[config.mk]
export PLATFORM = sky130hd
export DESIGN_NAME = sbir_regs
export DESIGN_NICKNAME = d
export VERILOG_FILES = /design/src/rtl/sbir_pkg.sv /design/src/rtl/sbir_tone.sv /design/src/rtl/sbir_regs.sv
export VERILOG_INCLUDE_DIRS = /design/src /design/src/rtl
export SDC_FILE = /design/constraint.sdc
export NUM_CORES = 1
export LEC_CHECK = 0
export ABC_AREA = 1
export BUFFER_PORTS_ARGS = -buffer_cell sky130_fd_sc_hd__buf_2
export CAP_MARGIN = 0
export CORE_ASPECT_RATIO = 0.9
export CORE_MARGIN = 1
export CORE_UTILIZATION = 35
export CTS_CLUSTER_DIAMETER = 40
export DETAILED_ROUTE_END_ITERATION = 8
export GPL_ROUTABILITY_DRIVEN = 0
export GPL_TIMING_DRIVEN = 0
export PLACE_DENSITY = 0.65
export SETUP_SLACK_MARGIN = 0.3
export SKIP_LAST_GASP = 1
export SYNTH_ARGS = -nofsm -noshare
export SYNTH_HDL_FRONTEND = slang
export SYNTH_SLANG_ARGS = --single-unit
[constraint.sdc]
create_clock -name clk_i -period 3.45 [get_ports clk_i]
set_input_delay 0.1725 -clock clk_i [delete_from_list [all_inputs] [get_ports clk_i]]
set_output_delay 0.1725 -clock clk_i [all_outputs]
set_load 0.05 [all_outputs]
[src/rtl/sbir_defines.svh]
// Purpose: Named constants of the sound buffer register slice.
// Assumes: 32-bit APB, one register per aligned word.
// Notes:   Header holds definitions only.
`ifndef SBIR_DEFINES_SVH
`define SBIR_DEFINES_SVH

`define SBIR_AW            12
`define SBIR_ADDR_BUF      12'h000
`define SBIR_ADDR_FLAGS    12'h004
`define SBIR_ADDR_ENABLE   12'h008
`define SBIR_ADDR_MODE     12'h00c

`define SBIR_BUF_RST       16'h00ff
`define SBIR_STRB_HALF     4'h3
`define SBIR_RS_BIT        14
`define SBIR_LEN_HI        13
`define SBIR_LEN_LO        8
`define SBIR_PITCH_HI      7
`define SBIR_PITCH_LO6     5
`define SBIR_BUSY_BIT      8
`define SBIR_EMPTY_BIT     1
`define SBIR_DONE_BIT      0
`define SBIR_FLAGS_MASK    32'h00000103
`define SBIR_EN_MASK       32'h00000003

`define SBIR_CLK_HZ        200000000
`define SBIR_SND_HZ        32768
`define SBIR_DUR_UNIT      1024
`define SBIR_ONESHOT_TICKS 8192

`endif

[src/rtl/sbir_pkg.sv]
// Purpose: Types shared by the sound buffer register slice and its tone core.
// Assumes: Constants come from sbir_defines.svh.
// Notes:   Mode codes match the output mode field.
package sbir_pkg;

  typedef enum logic [1:0] {
    SBIR_BUZZ    = 2'b00,
    SBIR_ONESHOT = 2'b01,
    SBIR_MELODY  = 2'b10,
    SBIR_RSVD    = 2'b11
  } sbir_mode_t;

  typedef struct packed {
    logic        ack;
    logic [31:0] rdata;
    logic        slverr;
    logic [15:0] buffer;
    logic        empty;
    logic        done;
    logic        busy;
    logic [1:0]  en;
    sbir_mode_t  mode;
    logic        wr_pulse;
    logic        irq;
    logic [15:0] tick_cnt;
  } sbir_regs_t;

  typedef struct packed {
    logic        play;
    logic [15:0] word;
    logic [7:0]  pcnt;
    logic [19:0] dcnt;
    logic        bz;
  } sbir_tone_t;

endpackage : sbir_pkg

[src/rtl/sbir_tone.sv]
// Purpose: Tone core: plays the loaded sound register on the buzzer pins.
// Assumes: tick_i is a one-cycle enable at the sound clock rate.
// Notes:   Both pins are low while idle.
`timescale 1ns/1ps
`include "sbir_defines.svh"
module sbir_tone
  import sbir_pkg::*;
#(
  parameter int unsigned DUR_UNIT      = `SBIR_DUR_UNIT,
  parameter int unsigned ONESHOT_TICKS = `SBIR_ONESHOT_TICKS
)(
  input  wire logic        clk_i,
  input  wire logic        sys_rst_i,
  input  wire logic        tick_i,
  input  wire logic        load_i,
  input  wire logic [15:0] word_i,
  input  wire sbir_mode_t  mode_i,
  input  wire logic        pending_i,
  output logic             seg_end_o,
  output logic             buzzer_out_true_o,
  output logic             buzzer_out_inverted_o
);

  sbir_tone_t st;
  sbir_tone_t next_st;
  logic       melody;
  logic [7:0] pitch_eff;
  logic [5:0] len;
  logic [19:0] limit;
  logic       high;

  always_comb
  begin
    melody    = (mode_i == SBIR_MELODY);
    len       = st.word[`SBIR_LEN_HI:`SBIR_LEN_LO];
    pitch_eff = melody ? st.word[`SBIR_PITCH_HI:0]
                       : {2'b00, st.word[`SBIR_PITCH_LO6:0]};
    limit     = (mode_i == SBIR_ONESHOT) ? 20'(ONESHOT_TICKS)
                                         : 20'((32'(len) + 32'd1) * DUR_UNIT);
    if (mode_i == SBIR_BUZZ || mode_i == SBIR_RSVD)
      seg_end_o = st.play && tick_i && pending_i;
    else
      seg_end_o = st.play && tick_i && (st.dcnt + 20'd1 >= limit);
    high = melody ? (st.pcnt <= (pitch_eff >> 1))
                  : (st.pcnt < {2'b00, len});
    next_st = st;
    if (tick_i && st.play)
    begin
      next_st.dcnt = st.dcnt + 20'd1;
      next_st.pcnt = (st.pcnt >= pitch_eff) ? 8'h00 : st.pcnt + 8'h01;
    end
    if (load_i)
    begin
      next_st.play = 1'b1;
      next_st.word = word_i;
      next_st.pcnt = 8'h00;
      next_st.dcnt = 20'h00000;
    end
    else if (seg_end_o)
      next_st.play = 1'b0;
    // A rest only applies in melody mode; buzzer modes ignore the bit.
    if (melody && next_st.word[`SBIR_RS_BIT])
      next_st.bz = 1'b0;
    else
      next_st.bz = next_st.play && high;
  end

  always_ff @(posedge clk_i)
  begin
    if (sys_rst_i)
      st <= '0;
    else
      st <= next_st;
  end

  assign buzzer_out_true_o     = st.bz;
  assign buzzer_out_inverted_o = st.play && !st.bz;
endmodule : sbir_tone

[src/rtl/sbir_regs.sv]
// Purpose: APB register slice of the sound generator: buffer, flags, enables, mode.
// Assumes: Single clock, synchronous active-high reset, APB4 slave with strobes.
// Notes:   Buffer writes count only with both low byte lanes strobed.
//
// The implementer's own choices: the APB interface to the registers and the register offsets.
`timescale 1ns/1ps
`include "sbir_defines.svh"
module sbir_regs
  import sbir_pkg::*;
#(
  parameter int unsigned TICK_DIV      = `SBIR_CLK_HZ / `SBIR_SND_HZ,
  parameter int unsigned DUR_UNIT      = `SBIR_DUR_UNIT,
  parameter int unsigned ONESHOT_TICKS = `SBIR_ONESHOT_TICKS
)(
  input  wire logic                 clk_i,
  input  wire logic                 sys_rst_i,
  input  wire logic                 psel_i,
  input  wire logic                 penable_i,
  input  wire logic                 pwrite_i,
  input  wire logic [`SBIR_AW-1:0]  paddr_i,
  input  wire logic [31:0]          pwdata_i,
  input  wire logic [3:0]           pstrb_i,
  output logic                      pready_o,
  output logic [31:0]               prdata_o,
  output logic                      pslverr_o,
  output logic                      snd_wr_o,
  output logic [1:0]                snd_mode_o,
  output logic                      irq_o,
  output logic                      buzzer_out_true_o,
  output logic                      buzzer_out_inverted_o
);

  sbir_regs_t st;
  sbir_regs_t next_st;

  logic        access;
  logic        wr_commit;
  logic        wr_buf;
  logic        wr_flags;
  logic        wr_enable;
  logic        wr_mode;
  logic        tick;
  logic        seg_end;
  logic        trig;
  logic        do_load;
  logic [15:0] load_word;
  logic        mapped;

  function automatic logic addr_hit(input logic [`SBIR_AW-1:0] a);
    addr_hit = (a == `SBIR_ADDR_BUF) || (a == `SBIR_ADDR_FLAGS)
            || (a == `SBIR_ADDR_ENABLE) || (a == `SBIR_ADDR_MODE);
  endfunction : addr_hit

  function automatic logic [31:0] flags_word(input logic busy, input logic empty,
                                             input logic done);
    flags_word                  = 32'h00000000;
    flags_word[`SBIR_BUSY_BIT]  = busy;
    flags_word[`SBIR_EMPTY_BIT] = empty;
    flags_word[`SBIR_DONE_BIT]  = done;
  endfunction : flags_word

  always_comb
  begin
    access    = psel_i && penable_i;
    mapped    = addr_hit(paddr_i);
    wr_commit = access && st.ack && pwrite_i && mapped;
    wr_buf    = wr_commit && (paddr_i == `SBIR_ADDR_BUF)
             && ((pstrb_i & `SBIR_STRB_HALF) == `SBIR_STRB_HALF);
    wr_flags  = wr_commit && (paddr_i == `SBIR_ADDR_FLAGS);
    wr_enable = wr_commit && (paddr_i == `SBIR_ADDR_ENABLE);
    wr_mode   = wr_commit && (paddr_i == `SBIR_ADDR_MODE);
    tick      = (st.tick_cnt == 16'(TICK_DIV - 1));
    // A trigger comes when a duration ends (in buzz or reserved mode, at a tick with a word waiting), or at once when idle with a word waiting.
    trig      = seg_end || (!st.busy && !st.empty);
    do_load   = trig && (!st.empty || wr_buf);
    load_word = wr_buf ? pwdata_i[15:0] : st.buffer;

    next_st          = st;
    next_st.wr_pulse = wr_buf;
    next_st.tick_cnt = tick ? 16'h0000 : st.tick_cnt + 16'h0001;

    if (access && !st.ack)
    begin
      next_st.ack    = 1'b1;
      next_st.slverr = !mapped;
      next_st.rdata  = 32'h00000000;
      if (!pwrite_i)
      begin
        unique case (paddr_i)
          `SBIR_ADDR_BUF:    next_st.rdata = {16'h0000, st.buffer};
          `SBIR_ADDR_FLAGS:  next_st.rdata = flags_word(st.busy, st.empty, st.done);
          `SBIR_ADDR_ENABLE: next_st.rdata = {30'h00000000, st.en};
          `SBIR_ADDR_MODE:   next_st.rdata = {30'h00000000, st.mode};
          default:           next_st.rdata = 32'h00000000;
        endcase
      end
    end
    else
    begin
      next_st.ack    = 1'b0;
      next_st.slverr = 1'b0;
    end

    if (wr_buf)
    begin
      next_st.buffer = pwdata_i[15:0];
      next_st.empty  = 1'b0;
      next_st.done   = 1'b0;
    end
    if (wr_flags && pwdata_i[`SBIR_DONE_BIT])
      next_st.done = 1'b0;
    if (wr_enable)
      next_st.en = pwdata_i[`SBIR_EMPTY_BIT:`SBIR_DONE_BIT];
    if (wr_mode)
      next_st.mode = sbir_mode_t'(pwdata_i[1:0]);

    // Hardware events come last so that a set beats a same-cycle clear.
    if (do_load)
    begin
      next_st.empty = 1'b1;
      next_st.busy  = 1'b1;
    end
    else if (trig)
    begin
      next_st.done = 1'b1;
      next_st.busy = 1'b0;
    end
    next_st.irq = |({next_st.empty, next_st.done} & next_st.en);
  end

  always_ff @(posedge clk_i)
  begin
    if (sys_rst_i)
    begin
      st        <= '0;
      st.buffer <= `SBIR_BUF_RST;
      st.empty  <= 1'b1;
    end
    else
      st <= next_st;
  end

  sbir_tone #(
    .DUR_UNIT      (DUR_UNIT),
    .ONESHOT_TICKS (ONESHOT_TICKS)
  ) u_tone (
    .clk_i                 (clk_i),
    .sys_rst_i             (sys_rst_i),
    .tick_i                (tick),
    .load_i                (do_load),
    .word_i                (load_word),
    .mode_i                (st.mode),
    .pending_i             (!st.empty),
    .seg_end_o             (seg_end),
    .buzzer_out_true_o     (buzzer_out_true_o),
    .buzzer_out_inverted_o (buzzer_out_inverted_o)
  );

  assign pready_o   = st.ack;
  assign prdata_o   = st.rdata;
  assign pslverr_o  = st.slverr;
  assign snd_wr_o   = st.wr_pulse;
  assign snd_mode_o = st.mode;
  assign irq_o      = st.irq;
endmodule : sbir_regs

Word-level counts from Yosys, hierarchy flattened
Index checks and enable logic that the tools add are counted.
- $mul: 0
- add/subtract/negate cells: 4
- bitwise gates (word level): 2
- multiplexer cells: 20
- reductions and logical operators: 38
- div/mod/pow operators: 0
- equal/unequal tests: 8
- shifts and indexed selects: 0
- magnitude comparators: 4
- operators with widths (cell ; number):
    $pmux W16 S4 ; 1
    $mux W43 ; 1
    $mux W28 ; 1
    $eq A12 B4 Y1 const B ; 2
    $add A20 B1 Y20 const B ; 1
    $ge A20 B20 Y1 ; 1
    $mux W20 ; 1
    $logic_and A1 B1 Y1 ; 19
    $add A16 B1 Y16 const B ; 1
    $eq A16 B13 Y1 const B ; 1
    $mux W16 ; 1
    $mux W8 ; 2
    $mux W15 ; 1
    $eq A12 B3 Y1 const B ; 1
    $logic_not A12 Y1 ; 1
    $reduce_or A2 Y1 ; 5
    $mux W1 ; 9
    $add A8 B1 Y8 const B ; 1
    $ge A8 B8 Y1 ; 1
    $le A8 B7 Y1 ; 1
    $lt A8 B6 Y1 ; 1
    $add A6 B1 Y7 const B ; 1
    $eq A2 B2 Y1 const B ; 3
    $logic_or A1 B1 Y1 ; 6
    7 further kinds ; 13
- register bits after elaboration: 120
- memories kept: 0
- latch bits: 0
- logic and storage cells: 94
- ROM bits: 0
- bits in writable memories: 0
- output and inout bits: 40
- bits of input ports: 53

Depth between registers and ports, before layout
- depth after elaboration: 13
- mapped depth: 25
- mapped depth without buffers: 24

By module
Synthesis repeated with hierarchy kept, for this count alone.
- cells, all modules: 841
- area, all modules: 5869.4 sq um
- by module, submodules not included (module ; cells an instance ; times used ; seq. area each (sq um) ; area each (sq um)):
    sbir_tone ; 430 ; 1 ; 900.9 ; 2981.6
    sbir_regs ; 411 ; 1 ; 1181.1 ; 2887.8

Least setup slack after synthesis
Ideal clock, no wire load.
- kind: register to register
- from: reg u_tone.st[1] (netlist bit)
- to: reg st[22] (netlist bit)
- path slack: 0.634 ns
- cell stages (with the launch flop): 21
- path buffers: 2
- clock period less this slack: 2.816 ns
- setup time: 0.132 ns
- required time: 3.318 ns
- arrival time: 2.684 ns
- cell sequence: dfxtp_1 -> ha_1 -> nand3_1 -> nor2_1 -> nand2_1 -> nor2_1 -> nand2_1 -> xnor2_1 -> ha_1 -> nand2_1 -> nor2_1 -> a211oi_1 -> nor2_1 -> nor2_2 -> nand2_2 -> nand2_4 -> nand2_8 -> nand2_8 -> buf_6 -> buf_6 -> a21oi_2
- cells in the longest elaborated chain, start to end: 7
- elaborated cells on any way between the ends: 8
- those cells by class: add/sub (1); order compare (1); mux (2); reduce/logical (4)
- RTL lines (element ; RTL line ; text):
    start, declared ; sbir_tone.sv:24 ; sbir_tone_t st;
    start signal, assigned ; sbir_tone.sv:73 ; st <= next_st;
    $add A20 B1 Y20 * ; sbir_tone.sv:43 ; seg_end_o = st.play && tick_i && (st.dcnt + 20'd1 >= limit);
    $ge A20 B20 Y1 * ; sbir_tone.sv:43 ;
    $logic_and A1 B1 Y1 * ; sbir_tone.sv:43 ;
    $mux W1 * ; sbir_tone.sv:40 ; if (mode_i == SBIR_BUZZ || mode_i == SBIR_RSVD)
    $logic_or A1 B1 Y1 * ; sbir_regs.sv:74 ; trig = seg_end || (!st.busy && !st.empty);
    $logic_and A1 B1 Y1 ; sbir_regs.sv:75 ; do_load = trig && (!st.empty || wr_buf);
    $mux W1 or $reduce_bool A2 Y1 (tied branches) ; - ;
    end signal, assigned ; sbir_regs.sv:140 ; st <= next_st;
    end, declared ; sbir_regs.sv:33 ; sbir_regs_t st;
Mark *: on every way between the ends. The rest lies on a longest branch, timed or not.
A chain may end at the register's enable or synchronous reset.

Worst setup path in the final report
- from: reg u_tone.st[7] (netlist bit)
- to: reg u_tone.st[45] (netlist bit)
- cells in the longest elaborated chain, start to end: 7
- elaborated cells on any way between the ends: 8
- those cells by class: add/sub (1); order compare (1); mux (3); reduce/logical (3)
- RTL lines (element ; RTL line ; text):
    $add A20 B1 Y20 * ; sbir_tone.sv:43 ;
    $ge A20 B20 Y1 * ; sbir_tone.sv:43 ;
    $logic_and A1 B1 Y1 * ; sbir_tone.sv:43 ;
    $mux W1 * ; sbir_tone.sv:40 ;
    $logic_or A1 B1 Y1 ; sbir_regs.sv:74 ;
    $logic_and A1 B1 Y1 ; sbir_regs.sv:75 ;
    $mux W1 * ; sbir_tone.sv:52 ; if (load_i)
Marked as above.

==> impl_metrics.sql <==
INSERT INTO impl_metrics (metric_group, metric, value, unit) VALUES
('power', 'cellPowerDensity', '350', 'nW/um^2'),
('placed_design', 'placement.setup.worst_slack', '0.137', 'ns'),
('global_routing', 'grt_max_degree', '17', ''),
('synth', 'synth_ff_type', 'sky130_fd_sc_hd__dfxtp_1', ''),
('setup_path', 'worst-setup-path-type', 'flop to flop', ''),
('floorplan', 'io-pin-count', '93', ''),
('final_layout', 'final_cells', '1102', ''),
('setup_path', 'regToRegStartpoint', 'u_tone.st[7]', ''),
('synth', 'synth_seq_area_share', '35.1', '%'),
('floorplan', 'core_region_area', '16400', 'sq um'),
('clocking', 'ctsRootBufferMaster', 'sky130_fd_sc_hd__clkbuf_16', ''),
('sta', 'timing.final.ws_setup', '0.473', 'ns'),
('setup_path', 'timing.critical_path.required', '3.67', 'ns'),
('sta', 'worst_slew_slack_as_a_fraction_of_its_limit', '57.0', '%'),
('clocking', 'maximum_level_of_the_cts_h_tree', '3', ''),
('clocking', 'clock_insertion_delay_worst_skew', '0.35', 'ns'),
('placed_design', 'placed_area', '6540', 'sq um'),
('setup_path', 'critical_path.endpoint', 'u_tone.st[45]', ''),
('floorplan', 'floorplan.rows', '44', ''),
('clocking', 'cts_buffer_depth', '2', ''),
('floorplan', 'die_area', '17500', 'sq um'),
('synth', 'synth.lib_cells_used.distinct', '52', ''),
('routing', 'postRouteWirelength', '13300', 'um'),
('final_layout', 'stdcell_area', '7010', 'sq um'),
('final_layout', 'nets', '979', ''),
('setup_path', 'reg_to_reg_slack_setup', '0.47', 'ns'),
('routing', 'drc_errors', '0', ''),
('sta', 'layout_min_cycle_time', '2.98', 'ns'),
('routing', 'drt.antenna.violating_nets', '0', ''),
('global_routing', 'number_of_antenna_violations_at_the_first_check_in_global_routing', '0', ''),
('outcome', 'status', 'finished clean', ''),
('final_layout', 'area_growth', '18.1', '%'),
('sta', 'unrepaired_setup_endpoints_after_global_routing', 'false', ''),
('sta', 'fin_setup_tns', '0', 'ns'),
('synth', 'async_reset_ff_share', '0', '%'),
('synth', 'synth_edf_count', '0', ''),
('clocking', 'tritoncts', 'yes', ''),
('floorplan', 'die-height', '126', 'um'),
('setup_path', 'timing.critical_path.arrival', '3.20', 'ns'),
('synth', 'synth_area', '5940', 'sq um'),
('routing', 'route.detailed.vias_per_inst', '4.78', ''),
('routing', 'drt_pass1_iterations', '6', ''),
('clocking', 'cts.reportedPaths.clkPinSlew', '0.07', 'ns'),
('placed_design', 'port_buffers', '58', ''),
('worst_hold_path', 'hold_path_class', 'input pin to flop', ''),
('sta', 'finalCritPeriodShare', '86.3', '%'),
('setup_path', 'worstSetupStartpoint', 'u_tone.st[7]', ''),
('routing', 'route.detailed.wl_per_inst', '12.1', 'um'),
('placed_design', 'dp.cells', '1082', ''),
('setup_path', 'startpoint_type', 'flop', ''),
('routing', 'first_iter_violations', '286', ''),
('setup_path', 'worst_setup_path_end_kind', 'flop', ''),
('routing', 'vias', '5267', ''),
('setup_path', 'worstReg2RegEnd', 'u_tone.st[45]', ''),
('sta', 'final_setup_violation_count', '0', ''),
('sta', 'finalClockSkew', '0.00554', 'ns'),
('floorplan', 'initial_standard_cell_utilization_of_the_core', '36.3', '%'),
('final_layout', 'fillCellCount', '1653', ''),
('final_layout', 'finalCoreUtilization', '42.9', '%'),
('setup_path', 'worst-r2r-cell-count', '20', ''),
('power', 'static_leakage', '2.97', 'nW'),
('sta', 'count_of_endpoints_failing_hold_in_the_final_timing_report', '0', ''),
('final_layout', 'antenna_cells', '0', ''),
('synth', 'synth.ff_latch_count', '104', ''),
('sta', 'timing_max_transition_violations_final', '0', ''),
('sta', 'final.hold.worst_slack', '0.0238', 'ns'),
('run', 'max-cap-violations', '0', ''),
('clocking', 'cts_hold_repair.buffers', '0', ''),
('placed_design', 'place_hpwl', '10300', 'um'),
('sta', 'worstMarginPinSlew', '0.641', 'ns'),
('clocking', 'clock_buffers_created_by_tritoncts', '9', ''),
('power', 'total_chip_power', '2.45', 'mW'),
('sta', 'max_freq', '336', 'MHz'),
('global_routing', 'global_route_wire_length_before_repair', '22100', 'um'),
('global_routing', 'first_global_vias', '4676', ''),
('synth', 'postSynthCellCount', '802', ''),
('synth', 'syn_area_per_cell', '7.40', 'sq um'),
('global_routing', 'globalRoute.totalOverflow', '0', ''),
('setup_path', 'worst-path-max-fanout', '10', ''),
('power', 'vdd_ir_drop_max', '0.197', 'mV'),
('global_routing', 'grt_use_total', '15.9', '%'),
('synth', 'yosysWarningCount', '0', ''),
('clocking', 'cts.sinks', '104', ''),
('final_layout', 'final_layout_size_suffix_gt1_share', '24.0', '%'),
('floorplan', 'die_w', '139', 'um');
-- power by group --
part | switching [mW] | internal (mW) | leakage [nW]
Combinational | 0.0959 | 0.0403 | 1.97
Clock | 0.461 | 0.652 | 0.155
Sequential | 0.00312 | 1.20 | 0.844
-- placed cells by master (no fill, tap or decap), drive strengths merged --
cell type	count
xnor2	4
nand4	12
o21bai	2
o221ai	1
o21ai	43
nand2	180
ha	35
a31oi	1
dfxtp	104
nor3	18
nand3b	2
clkbuf	22
and3	2
and2	6
clkinv	4
o211ai	1
o22ai	4
mux2	5
nand3	53
or3	1
conb	16
inv	85
o311ai	1
xor2	10
bufinv	2
buf	103
a21oi	68
clkinvlp	1
o21a	1
nor3b	5
nor4b	1
or2	6
a211oi	2
a21boi	2
mux2i	1
a32o	1
nor4	5
nor2	85
-- worst max-delay path: stages (launching register included) --
cell	delay (ns)
sky130_fd_sc_hd__dfxtp_2	0.37
sky130_fd_sc_hd__nand2_1	0.11
sky130_fd_sc_hd__nor2_4	0.17
sky130_fd_sc_hd__nand2_2	0.09
sky130_fd_sc_hd__nor2_4	0.15
sky130_fd_sc_hd__nand2_2	0.10
sky130_fd_sc_hd__nor2_2	0.16
sky130_fd_sc_hd__xor2_2	0.19
sky130_fd_sc_hd__ha_1	0.27
sky130_fd_sc_hd__nand2_1	0.08
sky130_fd_sc_hd__nor2_1	0.05
sky130_fd_sc_hd__a211oi_1	0.18
sky130_fd_sc_hd__nor2_1	0.09
sky130_fd_sc_hd__nor2_2	0.11
sky130_fd_sc_hd__nand2_2	0.10
sky130_fd_sc_hd__nand2_4	0.11
sky130_fd_sc_hd__nand2_8	0.08
sky130_fd_sc_hd__nand2_8	0.08
sky130_fd_sc_hd__buf_6	0.15
sky130_fd_sc_hd__buf_12	0.15
sky130_fd_sc_hd__a21oi_2	0.05
-- state kept, by name, summed over array words and instances (netlist names) --
name                      cells
pready_o                      1
u_tone.buzzer_out_true_o      1
st                           37
prdata_o                     16
snd_mode_o                    2
u_tone.st                    38
irq_o                         1
pslverr_o                     1
u_tone.len                    6
snd_wr_o                      1
-- synth_stat cells (2+ instances only) --
| cell type | number | area share (%) |
|---|---|---|
| sky130_fd_sc_hd__a21oi_1 | 50 | 4.2 |
| sky130_fd_sc_hd__o21bai_1 | 2 | 0.25 |
| sky130_fd_sc_hd__buf_4 | 35 | 4.4 |
| sky130_fd_sc_hd__nand3_2 | 2 | 0.34 |
| sky130_fd_sc_hd__nor4_1 | 5 | 0.53 |
| sky130_fd_sc_hd__inv_2 | 4 | 0.25 |
| sky130_fd_sc_hd__a211oi_1 | 2 | 0.25 |
| sky130_fd_sc_hd__a21boi_0 | 2 | 0.25 |
| sky130_fd_sc_hd__nand2_4 | 3 | 0.57 |
| sky130_fd_sc_hd__nor2_2 | 19 | 2.0 |
| sky130_fd_sc_hd__buf_6 | 4 | 0.76 |
| sky130_fd_sc_hd__o21ai_0 | 34 | 2.9 |
| sky130_fd_sc_hd__nand2_1 | 170 | 11 |
| sky130_fd_sc_hd__nand3b_1 | 2 | 0.25 |
| sky130_fd_sc_hd__o22ai_1 | 4 | 0.42 |
| sky130_fd_sc_hd__xor2_1 | 10 | 1.5 |
| sky130_fd_sc_hd__o21ai_1 | 8 | 0.67 |
| sky130_fd_sc_hd__ha_1 | 35 | 7.4 |
| sky130_fd_sc_hd__clkbuf_1 | 12 | 0.76 |
| sky130_fd_sc_hd__nand2_2 | 5 | 0.53 |
| sky130_fd_sc_hd__nor2_1 | 62 | 3.9 |
| sky130_fd_sc_hd__nand3_1 | 51 | 4.3 |
| sky130_fd_sc_hd__a21oi_2 | 18 | 2.7 |
| sky130_fd_sc_hd__nor2_4 | 3 | 0.57 |
| sky130_fd_sc_hd__and2_1 | 6 | 0.63 |
| sky130_fd_sc_hd__mux2_2 | 5 | 0.95 |
| sky130_fd_sc_hd__nor3b_1 | 5 | 0.63 |
| sky130_fd_sc_hd__or2_2 | 6 | 0.63 |
| sky130_fd_sc_hd__nand4_1 | 12 | 1.3 |
| sky130_fd_sc_hd__nand2_8 | 2 | 0.67 |
| sky130_fd_sc_hd__inv_1 | 81 | 5.1 |
| sky130_fd_sc_hd__nor3_1 | 16 | 1.3 |
| sky130_fd_sc_hd__xnor2_1 | 4 | 0.59 |
| sky130_fd_sc_hd__and3_1 | 2 | 0.21 |
| sky130_fd_sc_hd__dfxtp_1 | 104 | 35 |
-- timing repair --
action,in CTS,in global routing
cloned,0,0
setup buffers,0,5
resized for setup,7,30
pin swaps,0,4
endpoints found under the setup margin,38,43
-- layer usage --
layer / wire length, um / up-vias / part of all wire [%] / global-route usage (%)
li1: - / 2758 / - / -
met1: 6780 / 2405 / 51 / 21.7
met2: 5890 / 93 / 44 / 24.4
met3: 499 / 11 / 3.7 / 4.06
met4: 177 / 0 / 1.3 / 4.64
met5: 0 / - / 0 / 0
-- cell type report --
| type | count | area (sq um) | area share, % |
|---|---|---|---|
| multi-input combinational | 574 | 3310 | 47.2 |
| sequential | 104 | 2100 | 30.0 |
| buffer | 52 | 365 | 5.21 |
| inverter | 87 | 332 | 4.73 |
| timing repair buffer | 63 | 328 | 4.68 |
| tap | 207 | 259 | 3.69 |
| clock buffer | 10 | 239 | 3.41 |
| clock inverter | 5 | 81.3 | 1.16 |
-- logic make-up after synthesis --
logic type      share of synthesized area, %
fa+ha+maj                               7.37
compound gates                          12.6
xor+xnor                                2.06
mux                                     1.12
flops                                   35.1
buf+inv                                 11.6
other cells                           0.0632
simple gates                            30.2
-- worst min path at each step --
stage                    from      to  slack, ns  depth (start not counted)
global route        sys_rst_i  st[21]       0.02                          2
detailed placement  sys_rst_i  st[21]       0.39                          2
global placement    sys_rst_i  st[21]       0.39                          2
finish              sys_rst_i  st[21]       0.02                          2
CTS                 sys_rst_i  st[21]       0.01                          2
floorplan           sys_rst_i  st[21]       0.26                          1
No activity file was read; power rests on OpenSTA's default activity.
